[config.mk]
export PLATFORM = sky130hd
export DESIGN_NAME = dtcm_top
export DESIGN_NICKNAME = d
export VERILOG_FILES = /design/src/include/dtcm_pkg.sv /design/src/logic/dtcm_top.sv
export VERILOG_INCLUDE_DIRS = /design/src /design/src/include
export SDC_FILE = /design/constraint.sdc
export NUM_CORES = 2
export LEC_CHECK = 0
export BUFFER_PORTS_ARGS = -buffer_cell sky130_fd_sc_hd__buf_2
export CAP_MARGIN = 20
export CORE_MARGIN = 4
export CORE_UTILIZATION = 34
export DETAILED_ROUTE_END_ITERATION = 8
export PLACE_DENSITY_LB_ADDON = 0.12
export SLEW_MARGIN = 30
export SYNTH_ARGS = -nofsm -noshare
export SYNTH_HDL_FRONTEND = slang
export SYNTH_SLANG_ARGS = --single-unit
[constraint.sdc]
create_clock -name i_core_clk -period 3.7 [get_ports i_core_clk]
set_input_delay 0 -clock i_core_clk [delete_from_list [all_inputs] [get_ports i_core_clk]]
set_output_delay 0 -clock i_core_clk [all_outputs]
set_load 0.02 [all_outputs]
[src/include/dtcm_defs.svh]
`ifndef DTCM_DEFS_SVH
`define DTCM_DEFS_SVH
`define DTCM_NUM_DIAG    4
`define DTCM_AW          8
`define DTCM_CLK_NS      40
`define DTCM_TICK_NS     1000000
`define DTCM_TICK_MS     1
`define DTCM_PERIOD_MS   1000
`define DTCM_HOLDOFF_MS  5000
`define DTCM_HIGH_SIDE   4'h5
`define DTCM_SUB_CFG     2'h0
`define DTCM_SUB_SPN     2'h1
`define DTCM_SUB_DLY     2'h2
`define DTCM_SUB_DTC     2'h3
`define DTCM_ADDR_STATUS 8'h40
`define DTCM_ADDR_OC     8'h44
`define DTCM_CFG_EN      0
`define DTCM_CFG_DM11    1
`define DTCM_CFG_LAMP    2
`define DTCM_CFG_FMI     8
`define DTCM_EN_RST      1'b1
`define DTCM_LAMP_RST    2'h2
`define DTCM_FMI_RST     5'h01
`define DTCM_SPN_RST     19'h7f000
`define DTCM_DLY_RST     16'h0064
`define DTCM_OC_MAX      7'h7f
`define DTCM_BCAST       8'hff
`define DTCM_OKAY        2'h0
`define DTCM_SLVERR      2'h2
`endif

[src/include/dtcm_pkg.sv]
`include "dtcm_defs.svh"
package dtcm_pkg;
  typedef enum logic [2:0] {
    D_IDLE = 3'b001,
    D_PEND = 3'b010,
    D_ACT  = 3'b100
  } dtcm_dstate_type;
  typedef enum logic [1:0] {
    RQ_DM1  = 2'h0,
    RQ_DM2  = 2'h1,
    RQ_DM3  = 2'h2,
    RQ_DM11 = 2'h3
  } dtcm_rkind_type;
  typedef enum logic [1:0] {
    TX_SINGLE = 2'h0,
    TX_BAM    = 2'h1,
    TX_TP     = 2'h2
  } dtcm_xport_type;
  typedef struct packed {
    logic           valid;
    dtcm_rkind_type kind;
    logic [7:0]     src;
  } dtcm_req_type;
  typedef struct packed {
    logic                              valid;
    logic                              dm2;
    dtcm_xport_type                    xport;
    logic [7:0]                        dest;
    logic [7:0]                        lamp;
    logic [2:0]                        cnt;
    logic [`DTCM_NUM_DIAG-1:0]         mask;
    logic [`DTCM_NUM_DIAG-1:0][31:0]   dtc;
  } dtcm_tx_type;
  typedef struct packed {
    dtcm_dstate_type fsm;
    logic            prev;
    logic            en;
    logic            dm11;
    logic [1:0]      lamp;
    logic [4:0]      fmi;
    logic [18:0]     spn;
    logic [15:0]     dly;
    logic [15:0]     tmr;
    logic [6:0]      oc;
  } dtcm_diag_type;
  typedef struct packed {
    dtcm_diag_type [`DTCM_NUM_DIAG-1:0] d;
    logic [`DTCM_NUM_DIAG-1:0]          s1;
    logic [`DTCM_NUM_DIAG-1:0]          s2;
    logic [15:0]                        tick_c;
    logic [15:0]                        per_c;
    logic [15:0]                        hold_c;
    logic                               hold_done;
    logic                               pend_bc;
    logic                               pend_rq1;
    logic                               pend_rq2;
    logic [7:0]                         rq1_dst;
    logic [7:0]                         rq2_dst;
    dtcm_tx_type                        tx;
    logic                               nv_wr;
    logic [`DTCM_NUM_DIAG*7-1:0]        nv_oc;
    logic                               awh;
    logic                               wh;
    logic                               awr;
    logic                               wr;
    logic                               bv;
    logic [1:0]                         br;
    logic                               arr;
    logic                               rv;
    logic [31:0]                        rd;
    logic [1:0]                         rr;
    logic [`DTCM_AW-1:0]                awa;
    logic [31:0]                        wd;
    logic [3:0]                         ws;
  } dtcm_state_type;
endpackage : dtcm_pkg

[src/logic/dtcm_top.sv]
// Our own choices: the AXI4-Lite register port and the placing of the registers.
`include "dtcm_defs.svh"
module dtcm_top #(
  parameter int TICK_CYCLES   = `DTCM_TICK_NS / `DTCM_CLK_NS,
  parameter int PERIOD_TICKS  = `DTCM_PERIOD_MS / `DTCM_TICK_MS,
  parameter int HOLDOFF_TICKS = `DTCM_HOLDOFF_MS / `DTCM_TICK_MS
) (
  // clock and reset
  input  wire logic                        i_core_clk,
  input  wire logic                        i_reset_n,
  // fault conditions, asynchronous
  input  wire logic [`DTCM_NUM_DIAG-1:0]   i_fault,
  // requests from other nodes
  input  wire dtcm_pkg::dtcm_req_type      i_req,
  // message towards the transport layer
  output dtcm_pkg::dtcm_tx_type            o_tx,
  input  wire logic                        i_tx_ready,
  // non-volatile count log
  input  wire logic                        i_nv_load,
  input  wire logic [`DTCM_NUM_DIAG*7-1:0] i_nv_oc,
  output logic                             o_nv_wr,
  output logic [`DTCM_NUM_DIAG*7-1:0]      o_nv_oc,
  // axi4-lite write
  input  wire logic                        i_awvalid,
  output logic                             o_awready,
  input  wire logic [`DTCM_AW-1:0]         i_awaddr,
  input  wire logic                        i_wvalid,
  output logic                             o_wready,
  input  wire logic [31:0]                 i_wdata,
  input  wire logic [3:0]                  i_wstrb,
  output logic                             o_bvalid,
  input  wire logic                        i_bready,
  output logic [1:0]                       o_bresp,
  // axi4-lite read
  input  wire logic                        i_arvalid,
  output logic                             o_arready,
  input  wire logic [`DTCM_AW-1:0]         i_araddr,
  output logic                             o_rvalid,
  input  wire logic                        i_rready,
  output logic [31:0]                      o_rdata,
  output logic [1:0]                       o_rresp
);
  localparam int N = `DTCM_NUM_DIAG;

  dtcm_pkg::dtcm_state_type st;
  dtcm_pkg::dtcm_state_type next_st;

  // ----------------------------------------
  // helpers
  // ----------------------------------------
  function automatic logic [4:0] fmi_high(input logic [4:0] f);
    case (f)
      5'h01:   fmi_high = 5'h00;
      5'h04:   fmi_high = 5'h03;
      5'h05:   fmi_high = 5'h06;
      5'h11:   fmi_high = 5'h0f;
      5'h12:   fmi_high = 5'h10;
      5'h15:   fmi_high = 5'h14;
      default: fmi_high = f;
    endcase
  endfunction : fmi_high

  function automatic logic [31:0] dtc_word(input dtcm_pkg::dtcm_diag_type d, input logic hi);
    logic [4:0] f;
    f = hi ? fmi_high(d.fmi) : d.fmi;
    dtc_word = {1'b0, d.oc, d.spn[18:16], f, d.spn[15:0]};
  endfunction : dtc_word

  function automatic logic [2:0] popcnt(input logic [N-1:0] v);
    popcnt = 3'h0;
    for (int i = 0; i < N; i++) begin
      popcnt = popcnt + 3'(v[i]);
    end
  endfunction : popcnt

  function automatic logic [N-1:0] svec(input dtcm_pkg::dtcm_state_type s,
                                        input dtcm_pkg::dtcm_dstate_type w);
    for (int i = 0; i < N; i++) begin
      svec[i] = (s.d[i].fsm == w);
    end
  endfunction : svec

  function automatic logic [N*7-1:0] ocvec(input dtcm_pkg::dtcm_state_type s);
    for (int i = 0; i < N; i++) begin
      ocvec[7*i +: 7] = s.d[i].oc;
    end
  endfunction : ocvec

  function automatic logic [31:0] merge(input logic [31:0] o, input logic [31:0] w,
                                        input logic [3:0] s);
    for (int b = 0; b < 4; b++) begin
      merge[8*b +: 8] = s[b] ? w[8*b +: 8] : o[8*b +: 8];
    end
  endfunction : merge

  function automatic logic [31:0] cfg_word(input dtcm_pkg::dtcm_diag_type d);
    cfg_word = {19'h0, d.fmi, 4'h0, d.lamp, d.dm11, d.en};
  endfunction : cfg_word

  // area: 0 diagnostic, 1 status, 2 counts, 3 unmapped
  function automatic logic [1:0] area(input logic [`DTCM_AW-1:0] a);
    if (a[7:6] == 2'h0) begin
      area = 2'h0;
    end else if (a[7:2] == `DTCM_ADDR_STATUS >> 2) begin
      area = 2'h1;
    end else if (a[7:2] == `DTCM_ADDR_OC >> 2) begin
      area = 2'h2;
    end else begin
      area = 2'h3;
    end
  endfunction : area

  function automatic dtcm_pkg::dtcm_tx_type mk_tx(input dtcm_pkg::dtcm_state_type s,
                                                  input logic dm2, input logic [7:0] dst);
    dtcm_pkg::dtcm_tx_type t;
    logic [N-1:0]          m;
    t = '0;
    m = '0;
    for (int i = 0; i < N; i++) begin
      m[i]     = dm2 ? s.d[i].prev : (s.d[i].fsm == dtcm_pkg::D_ACT);
      t.dtc[i] = dtc_word(s.d[i], 1'((`DTCM_HIGH_SIDE >> i) & 4'h1));
      if (m[i] && !dm2) begin
        t.lamp = t.lamp | (8'h40 >> {s.d[i].lamp, 1'b0});
      end
    end
    t.valid = 1'b1;
    t.dm2   = dm2;
    t.dest  = dst;
    t.mask  = m;
    t.cnt   = popcnt(m);
    if (t.cnt > 3'h1) begin
      t.xport = (dst == `DTCM_BCAST) ? dtcm_pkg::TX_BAM : dtcm_pkg::TX_TP;
    end else begin
      t.xport = dtcm_pkg::TX_SINGLE;
    end
    return t;
  endfunction : mk_tx

  function automatic dtcm_pkg::dtcm_state_type rst_state();
    rst_state = '0;
    for (int i = 0; i < N; i++) begin
      rst_state.d[i].fsm  = dtcm_pkg::D_IDLE;
      rst_state.d[i].en   = `DTCM_EN_RST;
      rst_state.d[i].lamp = `DTCM_LAMP_RST;
      rst_state.d[i].fmi  = `DTCM_FMI_RST;
      rst_state.d[i].spn  = `DTCM_SPN_RST + 19'(i);
      rst_state.d[i].dly  = `DTCM_DLY_RST;
    end
  endfunction : rst_state

  // ----------------------------------------
  // next state
  // ----------------------------------------
  always_comb begin
    logic                 tick;
    logic                 fire;
    logic                 ev;
    logic                 any_en;
    logic                 dm3;
    logic                 dm11;
    logic                 f;
    logic [1:0]           ar;
    logic [1:0]           wa;
    logic [31:0]          w;
    logic [$clog2(N)-1:0] wi;
    logic [$clog2(N)-1:0] ri;
    tick   = 1'b0;
    fire   = 1'b0;
    ev     = 1'b0;
    any_en = 1'b0;
    dm3    = 1'b0;
    dm11   = 1'b0;
    f      = 1'b0;
    ar     = 2'h0;
    wa     = 2'h0;
    w      = 32'h0;
    wi     = st.awa[5:4];
    ri     = i_araddr[5:4];
    next_st = st;
    // only s2 is read by logic
    next_st.s1 = i_fault;
    next_st.s2 = st.s1;
    dm3  = i_req.valid && (i_req.kind == dtcm_pkg::RQ_DM3);
    dm11 = i_req.valid && (i_req.kind == dtcm_pkg::RQ_DM11);
    // millisecond time base
    tick = (st.tick_c == 16'(TICK_CYCLES - 1));
    next_st.tick_c = tick ? 16'h0 : st.tick_c + 16'h1;
    if (tick && !st.hold_done) begin
      if (st.hold_c == 16'(HOLDOFF_TICKS - 1)) begin
        next_st.hold_done = 1'b1;
      end else begin
        next_st.hold_c = st.hold_c + 16'h1;
      end
    end
    for (int i = 0; i < N; i++) begin
      any_en = any_en | st.d[i].en;
    end
    if (tick && st.hold_done) begin
      if (st.per_c == 16'(PERIOD_TICKS - 1)) begin
        next_st.per_c = 16'h0;
        fire = any_en;
      end else begin
        next_st.per_c = st.per_c + 16'h1;
      end
    end
    // ----------------------------------------
    // diagnostics
    // ----------------------------------------
    for (int i = 0; i < N; i++) begin
      f = st.s2[i] & st.d[i].en;
      if (dm3) begin
        next_st.d[i].prev = 1'b0;
        if (st.d[i].fsm != dtcm_pkg::D_ACT) begin
          next_st.d[i].oc = 7'h0;
        end
      end
      case (st.d[i].fsm)
        dtcm_pkg::D_IDLE: begin
          if (f) begin
            next_st.d[i].fsm = dtcm_pkg::D_PEND;
            next_st.d[i].tmr = st.d[i].dly;
          end
        end
        dtcm_pkg::D_PEND: begin
          if (!f) begin
            next_st.d[i].fsm = dtcm_pkg::D_IDLE;
          end else if (st.d[i].tmr == 16'h0) begin
            next_st.d[i].fsm = dtcm_pkg::D_ACT;
            if (st.d[i].oc != `DTCM_OC_MAX) begin
              next_st.d[i].oc = st.d[i].oc + 7'h1;
            end
            ev = 1'b1;
          end else if (tick) begin
            next_st.d[i].tmr = st.d[i].tmr - 16'h1;
          end
        end
        dtcm_pkg::D_ACT: begin
          if (!st.d[i].en) begin
            next_st.d[i].fsm = dtcm_pkg::D_IDLE;
            ev = 1'b1;
          end else if (dm11 || (!st.s2[i] && !st.d[i].dm11)) begin
            next_st.d[i].fsm  = dtcm_pkg::D_IDLE;
            next_st.d[i].prev = 1'b1;
            ev = 1'b1;
          end
        end
        default: begin
          next_st.d[i].fsm = dtcm_pkg::D_IDLE;
        end
      endcase
    end
    // ----------------------------------------
    // message scheduling
    // ----------------------------------------
    if (!st.tx.valid || i_tx_ready) begin
      next_st.tx.valid = 1'b0;
      if (st.pend_rq1) begin
        next_st.tx = mk_tx(st, 1'b0, st.rq1_dst);
        next_st.pend_rq1 = 1'b0;
      end else if (st.pend_rq2) begin
        next_st.tx = mk_tx(st, 1'b1, st.rq2_dst);
        next_st.pend_rq2 = 1'b0;
      end else if (st.pend_bc) begin
        next_st.tx = mk_tx(st, 1'b0, `DTCM_BCAST);
        next_st.pend_bc = 1'b0;
      end
    end
    // new events win over the clear of a pending flag
    if (ev || fire) begin
      next_st.pend_bc = 1'b1;
    end
    if (i_req.valid && (i_req.kind == dtcm_pkg::RQ_DM1)) begin
      next_st.pend_rq1 = 1'b1;
      next_st.rq1_dst  = i_req.src;
    end
    if (i_req.valid && (i_req.kind == dtcm_pkg::RQ_DM2)) begin
      next_st.pend_rq2 = 1'b1;
      next_st.rq2_dst  = i_req.src;
    end
    // ----------------------------------------
    // axi4-lite write
    // ----------------------------------------
    if (i_awvalid && st.awr) begin
      next_st.awh = 1'b1;
      next_st.awa = i_awaddr;
    end
    if (i_wvalid && st.wr) begin
      next_st.wh = 1'b1;
      next_st.wd = i_wdata;
      next_st.ws = i_wstrb;
    end
    if (st.bv && i_bready) begin
      next_st.bv = 1'b0;
    end
    if (st.awh && st.wh) begin
      next_st.awh = 1'b0;
      next_st.wh  = 1'b0;
      next_st.bv  = 1'b1;
      wa = area(st.awa);
      next_st.br = (wa == 2'h3) ? `DTCM_SLVERR : `DTCM_OKAY;
      if (wa == 2'h0) begin
        case (st.awa[3:2])
          `DTCM_SUB_CFG: begin
            w = merge(cfg_word(st.d[wi]), st.wd, st.ws);
            next_st.d[wi].en   = w[`DTCM_CFG_EN];
            next_st.d[wi].dm11 = w[`DTCM_CFG_DM11];
            next_st.d[wi].lamp = w[`DTCM_CFG_LAMP +: 2];
            next_st.d[wi].fmi  = w[`DTCM_CFG_FMI +: 5];
            if (w[`DTCM_CFG_FMI +: 5] != st.d[wi].fmi) begin
              next_st.d[wi].oc = 7'h0;
            end
          end
          `DTCM_SUB_SPN: begin
            w = merge({13'h0, st.d[wi].spn}, st.wd, st.ws);
            next_st.d[wi].spn = w[18:0];
            if (w[18:0] != st.d[wi].spn) begin
              next_st.d[wi].oc = 7'h0;
            end
          end
          `DTCM_SUB_DLY: begin
            w = merge({16'h0, st.d[wi].dly}, st.wd, st.ws);
            next_st.d[wi].dly = w[15:0];
          end
          default: begin
          end
        endcase
      end
    end
    next_st.awr = !next_st.awh && !next_st.bv;
    next_st.wr  = !next_st.wh && !next_st.bv;
    // ----------------------------------------
    // axi4-lite read
    // ----------------------------------------
    if (st.rv && i_rready) begin
      next_st.rv = 1'b0;
    end
    if (i_arvalid && st.arr) begin
      next_st.rv = 1'b1;
      ar = area(i_araddr);
      next_st.rr = (ar == 2'h3) ? `DTCM_SLVERR : `DTCM_OKAY;
      case (ar)
        2'h0: begin
          case (i_araddr[3:2])
            `DTCM_SUB_CFG: next_st.rd = cfg_word(st.d[ri]);
            `DTCM_SUB_SPN: next_st.rd = {13'h0, st.d[ri].spn};
            `DTCM_SUB_DLY: next_st.rd = {16'h0, st.d[ri].dly};
            default:       next_st.rd = dtc_word(st.d[ri], 1'((`DTCM_HIGH_SIDE >> ri) & 4'h1));
          endcase
        end
        2'h1: next_st.rd = {19'h0, st.hold_done, svec(st, dtcm_pkg::D_PEND),
                            st.d[3].prev, st.d[2].prev, st.d[1].prev, st.d[0].prev,
                            svec(st, dtcm_pkg::D_ACT)};
        2'h2: next_st.rd = {4'h0, ocvec(st)};
        default: next_st.rd = 32'h0;
      endcase
    end
    next_st.arr = !next_st.rv;
    // ----------------------------------------
    // count log
    // ----------------------------------------
    // the restore replaces every count and is not echoed back to storage
    if (i_nv_load) begin
      for (int i = 0; i < N; i++) begin
        next_st.d[i].oc = i_nv_oc[7*i +: 7];
      end
    end
    next_st.nv_wr = !i_nv_load && (ocvec(next_st) != ocvec(st));
    next_st.nv_oc = ocvec(next_st);
  end

  always_ff @(posedge i_core_clk) begin
    if (!i_reset_n) begin
      st <= rst_state();
    end else begin
      st <= next_st;
    end
  end

  assign o_tx      = st.tx;
  assign o_nv_wr   = st.nv_wr;
  assign o_nv_oc   = st.nv_oc;
  assign o_awready = st.awr;
  assign o_wready  = st.wr;
  assign o_bvalid  = st.bv;
  assign o_bresp   = st.br;
  assign o_arready = st.arr;
  assign o_rvalid  = st.rv;
  assign o_rdata   = st.rd;
  assign o_rresp   = st.rr;

  // ----------------------------------------
  // checks
  // ----------------------------------------
  logic [2:0] act_cnt;
  logic       a0;
  logic       dm11_seen;
  assign act_cnt   = popcnt(svec(st, dtcm_pkg::D_ACT));
  assign a0        = (st.d[0].fsm == dtcm_pkg::D_ACT);
  assign dm11_seen = i_req.valid && (i_req.kind == dtcm_pkg::RQ_DM11);
endmodule : dtcm_top

Word-level counts from Yosys, hierarchy flattened
Cells that the tools add are included.
- memories kept: 0
- memory bits (read-only): 0
- RAM bits: 0
- output and inout port bits: 225
- bits in registers: 617
- logic and storage cells: 451
- bits in latches: 0
- shifts and indexed selects: 5
- equality and inequality tests: 64
- magnitude comparators: 5
- divide/modulo/power cells: 0
- multiply operators: 0
- bitwise logic cells: 15
- reduce and logical (&&, ||, !) cells: 64
- mux-type cells: 204
- add/sub/neg operators: 17
- operators by type and width (kind ; count):
    $bwmux W284 ; 8
    $mux W284 ; 4
    $demux W71 S2 ; 7
    $pmux W284 S3 ; 1
    $mux W155 ; 3
    $bmux W71 S2 ; 2
    $mux W8 ; 29
    $mux W16 ; 13
    $mux W67 ; 3
    $mux W7 ; 25
    $pmux W16 S2 ; 4
    $pmux W32 S3 ; 1
    $pmux W31 S3 ; 1
    $mux W23 ; 4
    $pmux W5 S6 ; 3
    $mux W66 ; 1
    $mux W65 ; 1
    $logic_not A16 Y1 ; 4
    $sub A16 B1 Y16 const B ; 4
    $mux W63 ; 1
    $mux W58 ; 1
    $mux W3 ; 19
    $add A16 B1 Y16 const B ; 3
    $or A8 B8 Y8 ; 6
    other kinds (48) ; 226

Longest topological paths before layout
- word-level depth: 23
- gate-level depth with buffers: 16
- depth with buffers taken out: 13

Least setup slack after synthesis
No wires, ideal clock.
- path kind: reg2reg
- from: reg st[41] (netlist name)
- to: reg st (netlist bit o_nv_wr)
- path slack: -0.011 ns
- period minus slack after synthesis: 3.711 ns
- stages on the path, launching flop included: 14
- setup time: 0.122 ns
- arrival time: 3.589 ns
- data required time: 3.578 ns
- buffers on the path: 3
- cell sequence: dfxtp_1 > clkbuf_1 > buf_4 > buf_1 > mux4_2 > xor2_1 > a211o_1 > nor4b_2 > a21oi_1 > o31a_1 > xnor2_1 > nor4_1 > nand3_1 > o311a_1
- word-level cells in the longest chain between the ends: 13
- ends and longest elaborated chain (element ; line ; source):
    from (decl) ; dtcm_top.sv:45 ; dtcm_pkg::dtcm_state_type st;
    from (signal assigned) ; dtcm_top.sv:373 ; st <= rst_state();
    from (signal assigned) ; dtcm_top.sv:375 ; st <= next_st;
    parallel branches: the longest is 8 deep, another holds $lt A2 B3 Y1 ; n/a ;
    $mux W284 * ; dtcm_top.sv:301 ; if (wa == 2'h0) begin
    $mux W284 * ; dtcm_top.sv:295 ; if (st.awh && st.wh) begin
    $mux W7 ; dtcm_top.sv:362 ; if (i_nv_load) begin
    $ne A28 B28 Y1 * ; dtcm_top.sv:367 ; next_st.nv_wr = !i_nv_load && (ocvec(next_st) != ocvec(st));
    $logic_and A1 B1 Y1 * ; dtcm_top.sv:367 ;
Mark *: on every way between the ends. The select of a mux whose other input is x is not followed.
A chain may end at the register's enable or synchronous reset.

Worst setup path after layout
Same ends and word-level chain as after synthesis.

==> flow_summary.json <==
{
  "clock.fmax_mhz": 271.4,
  "cp_max_fo": 8,
  "pre_cts_slack_ps": -91.00,
  "grt_setup_unrepaired": "true",
  "dp_hpwl_um": 88410,
  "yosysTopAreaCell": "dfxtp_1",
  "grt_util_met1": 0.3507,
  "hold_path_class": "in -> reg",
  "die_w_um": 306.8,
  "overflow": 0,
  "async_flop_share": 0,
  "comb_power_share": 0.104,
  "drtAntennaViolNets": 0,
  "routed_wire_length_per_instance_um": 22.90,
  "crit_path_start_kind": "flip-flop",
  "finalMaxSlewViolations": 0,
  "via_count": 28310,
  "path_clk_slew_ps": 60,
  "io_pins": 329,
  "post-synth-top-count-cell": "dfxtp_1",
  "outcome": "finished clean",
  "p_total_mw": 14.83,
  "setup_ws_ps": 15.64,
  "grt_max_degree": 113,
  "yosysWarnings": 0,
  "fin_crit_ps": 3684,
  "synth_edf_count": 0,
  "busiest_layer": "met2",
  "path_buf_inv": 3,
  "synth_area_mm2": 0.03035,
  "grt_first_pass_wirelength_um": 175800,
  "met3_usage": 0.04153,
  "cap_violations": 0,
  "detail_route.iter0.violations": 2649,
  "netlist.area_leader.share": 0.3800,
  "port_buffers": 299,
  "ys_types": 90,
  "ff2ff_setup_slack_ps": 20,
  "cp_top_family": "compound AO/OA/AOI/OAI gates",
  "synth_area_per_cell_um2": 8.166,
  "clockPowerShare": 0.463,
  "root_buffer": "clkbuf_16",
  "vdd_drop_max_v": 0.0002744,
  "core_mm2": 0.08851,
  "cts_made_buffers": 71,
  "die_h_um": 306.8,
  "vias_per_cell": 5.431,
  "critical-path-slowest-cell": "mux4_2",
  "worstMarginPinSlew_ps": 990.1,
  "post-route-period-util": 0.9958,
  "cts_tree": "done",
  "swShare": 0.2674,
  "synthFlopType": "dfxtp_1",
  "crit_chain": "buf_12 > buf_12 > mux4_2 > xnor2_2 > nand3_1 > o31a_1 > buf_4 > o211ai_1 > a21oi_2 > o31a_1 > xnor2_1 > nor4_2 > nand3_1 > o311a_1",
  "yosys_register_bits": 576,
  "p_int_mw": 10.87,
  "grt_use_met2": 0.3766,
  "cts.sinks": 576,
  "power_frac_seq": 0.433,
  "gp_congestion": 0.9022,
  "cellPowerDensity_mw_per_mm2": 408.0,
  "htree_levels": 3,
  "crit_path_end_kind": "flip-flop",
  "required_ps": 4210,
  "firstDrtPassIters": 5,
  "fillers": 9067,
  "drive_above_1_share": 0.2043,
  "fin_skew_ps": 27.78,
  "initial_core_util": 0.3429,
  "post_synth_inst_count": 3716,
  "wl_um": 119400,
  "relSlewSlack": 0.3399,
  "cpPeakStageDelay_ps": 550,
  "p_switching_mw": 3.966,
  "clockBufferDepth": 3,
  "dieArea_mm2": 0.09410,
  "setup_viol": 0,
  "grt_use_total": 0.2431,
  "synth_area_leaders": "dfxtp_1 38%, nand2_1 7.1%, a21oi_1 6.2%",
  "synth_common_cells": "576 x dfxtp_1, 575 x nand2_1, 423 x nor2_1, 377 x a21oi_1, 222 x clkbuf_1",
  "crit_arrival_ps": 4200,
  "final_nets": 4119,
  "clock_latency_ps": 630,
  "critPathKind": "reg -> reg",
  "area_delta_synth_final_pct": 19.79,
  "antenna_found_initial": 0,
  "drc": 0,
  "rows": 109,
  "seq_area_frac_synth": 0.3800,
  "hold_viol": 0,
  "grt_pass1_vias": 26290,
  "power.leakage_nw": 13.95
}
==> final cells by class <==
| type | count | area, µm² | area share |
|---|---|---|---|
| diodes | 1 | 2.502 | 0.00006884 |
| clock buffers | 100 | 2027 | 0.05576 |
| clock inverters | 24 | 231.5 | 0.006367 |
| inverters | 52 | 202.7 | 0.005576 |
| multi-input cells | 2616 | 16080 | 0.4425 |
| flip-flops and latches | 576 | 11540 | 0.3174 |
| well taps | 1165 | 1458 | 0.04010 |
| repair buffers | 679 | 4808 | 0.1323 |
==> registers in the layout (all words and copies together), names as in the netlist, 3 cells and up <==
register and cells:
st 383, o_tx 147, o_rdata 31, next_st 4
o_nv_oc 3
==> cell usage in the layout, fill, tap and decap left out, types with 16 or more instances in the layout <==
cell type,instances
clkbuf_1,16
a22oi_1,125
mux2i_1,97
clkbuf_16,73
nor3b_1,16
dfxtp_1,574
and2_1,35
a211oi_1,84
a21oi_1,376
inv_1,50
and3_1,24
ha_1,17
nor3_1,69
nand4_1,22
nand2_1,575
xnor2_1,41
dlygate4sd3_1,115
o211ai_1,51
buf_2,297
xor2_1,46
mux4_2,82
nand3_1,76
o21ai_0,114
nand2b_1,21
or3_1,18
o22ai_1,25
a31oi_1,23
nor4_1,24
nor2_1,421
buf_4,253
nor2b_1,24
==> metal layers <==
layer	vias up	wire length, µm
li1	13510	-
met1	13650	55540
met2	992	52570
met3	159	8310
met4	0	2942
met5	-	0
==> power by group through the flow <==
stage	Sequential (mW)	Combinational (mW)	Clock (mW)
6_report	6.42	1.54	6.87
5_1_grt	6.43	1.65	7.26
4_1_cts	6.42	1.51	7.03
3_5_place_dp	6.55	1.41	0
3_3_place_gp	6.55	1.41	0
2_1_floorplan	6.52	0.933	0
==> final timing paths <==
| path | cells after the start | end | from |
|---|---|---|---|
| max | 14 | o_nv_wr | st[41] |
| min | 4 | st[627] | i_req[10] |
| max reg2reg | 14 | o_nv_wr | st[41] |
| min reg2reg | 1 | st[341] | next_st[341] |
==> cell families (layout without fill, tap and decap cells) <==
group,count (synthesis),in the layout,synth area share
and+or+nand+nor,1396,1396,0.2047
other,1,12,0.0001236
xor gates and xnor gates,90,90,0.02598
DFF,576,576,0.3800
buffers and inverters,534,855,0.09701
AOI/OAI and AO/OA,903,903,0.1845
adders and majority gates,19,19,0.008328
muxes,197,197,0.09932
==> what timing repair did <==
| action | 4_1_cts | 5_1_grt |
|---|---|---|
| setup endpoints to repair | 2 | 8 |
| hold endpoints to repair | 107 | 0 |
| buffers inserted | 1 | 9 |
| hold buffers | 115 | 0 |
| cloned | 0 | 1 |
| resized for setup | 7 | 22 |
| pin swaps | 2 | 6 |
==> worst reg2reg max path, cell delays in order, from the launching register on <==
cell and delay (ps):
dfxtp_4 400, buf_12 150, buf_12 130, mux4_2 550, xnor2_2 160, nand3_1 100
o31a_1 350, buf_4 180, o211ai_1 260, a21oi_2 100, o31a_1 320, xnor2_1 140
nor4_2 340, nand3_1 120, o311a_1 290
==> through the flow <==
step	util	hold slack (ps)	cell area, µm²	instances	TNS [ps]
floorplan	-	127.3	30390	3726	0
global placement	0.3694	216.2	32690	4962	-38.28
detailed placement	0.3694	213.5	32690	4962	-136.7
CTS	0.4083	41.39	36140	5202	0
global route	0.4107	117.2	36350	5212	-169.3
finish	0.4107	94.73	36350	5213	0
Note: power is estimated with default switching activity, not from simulation.
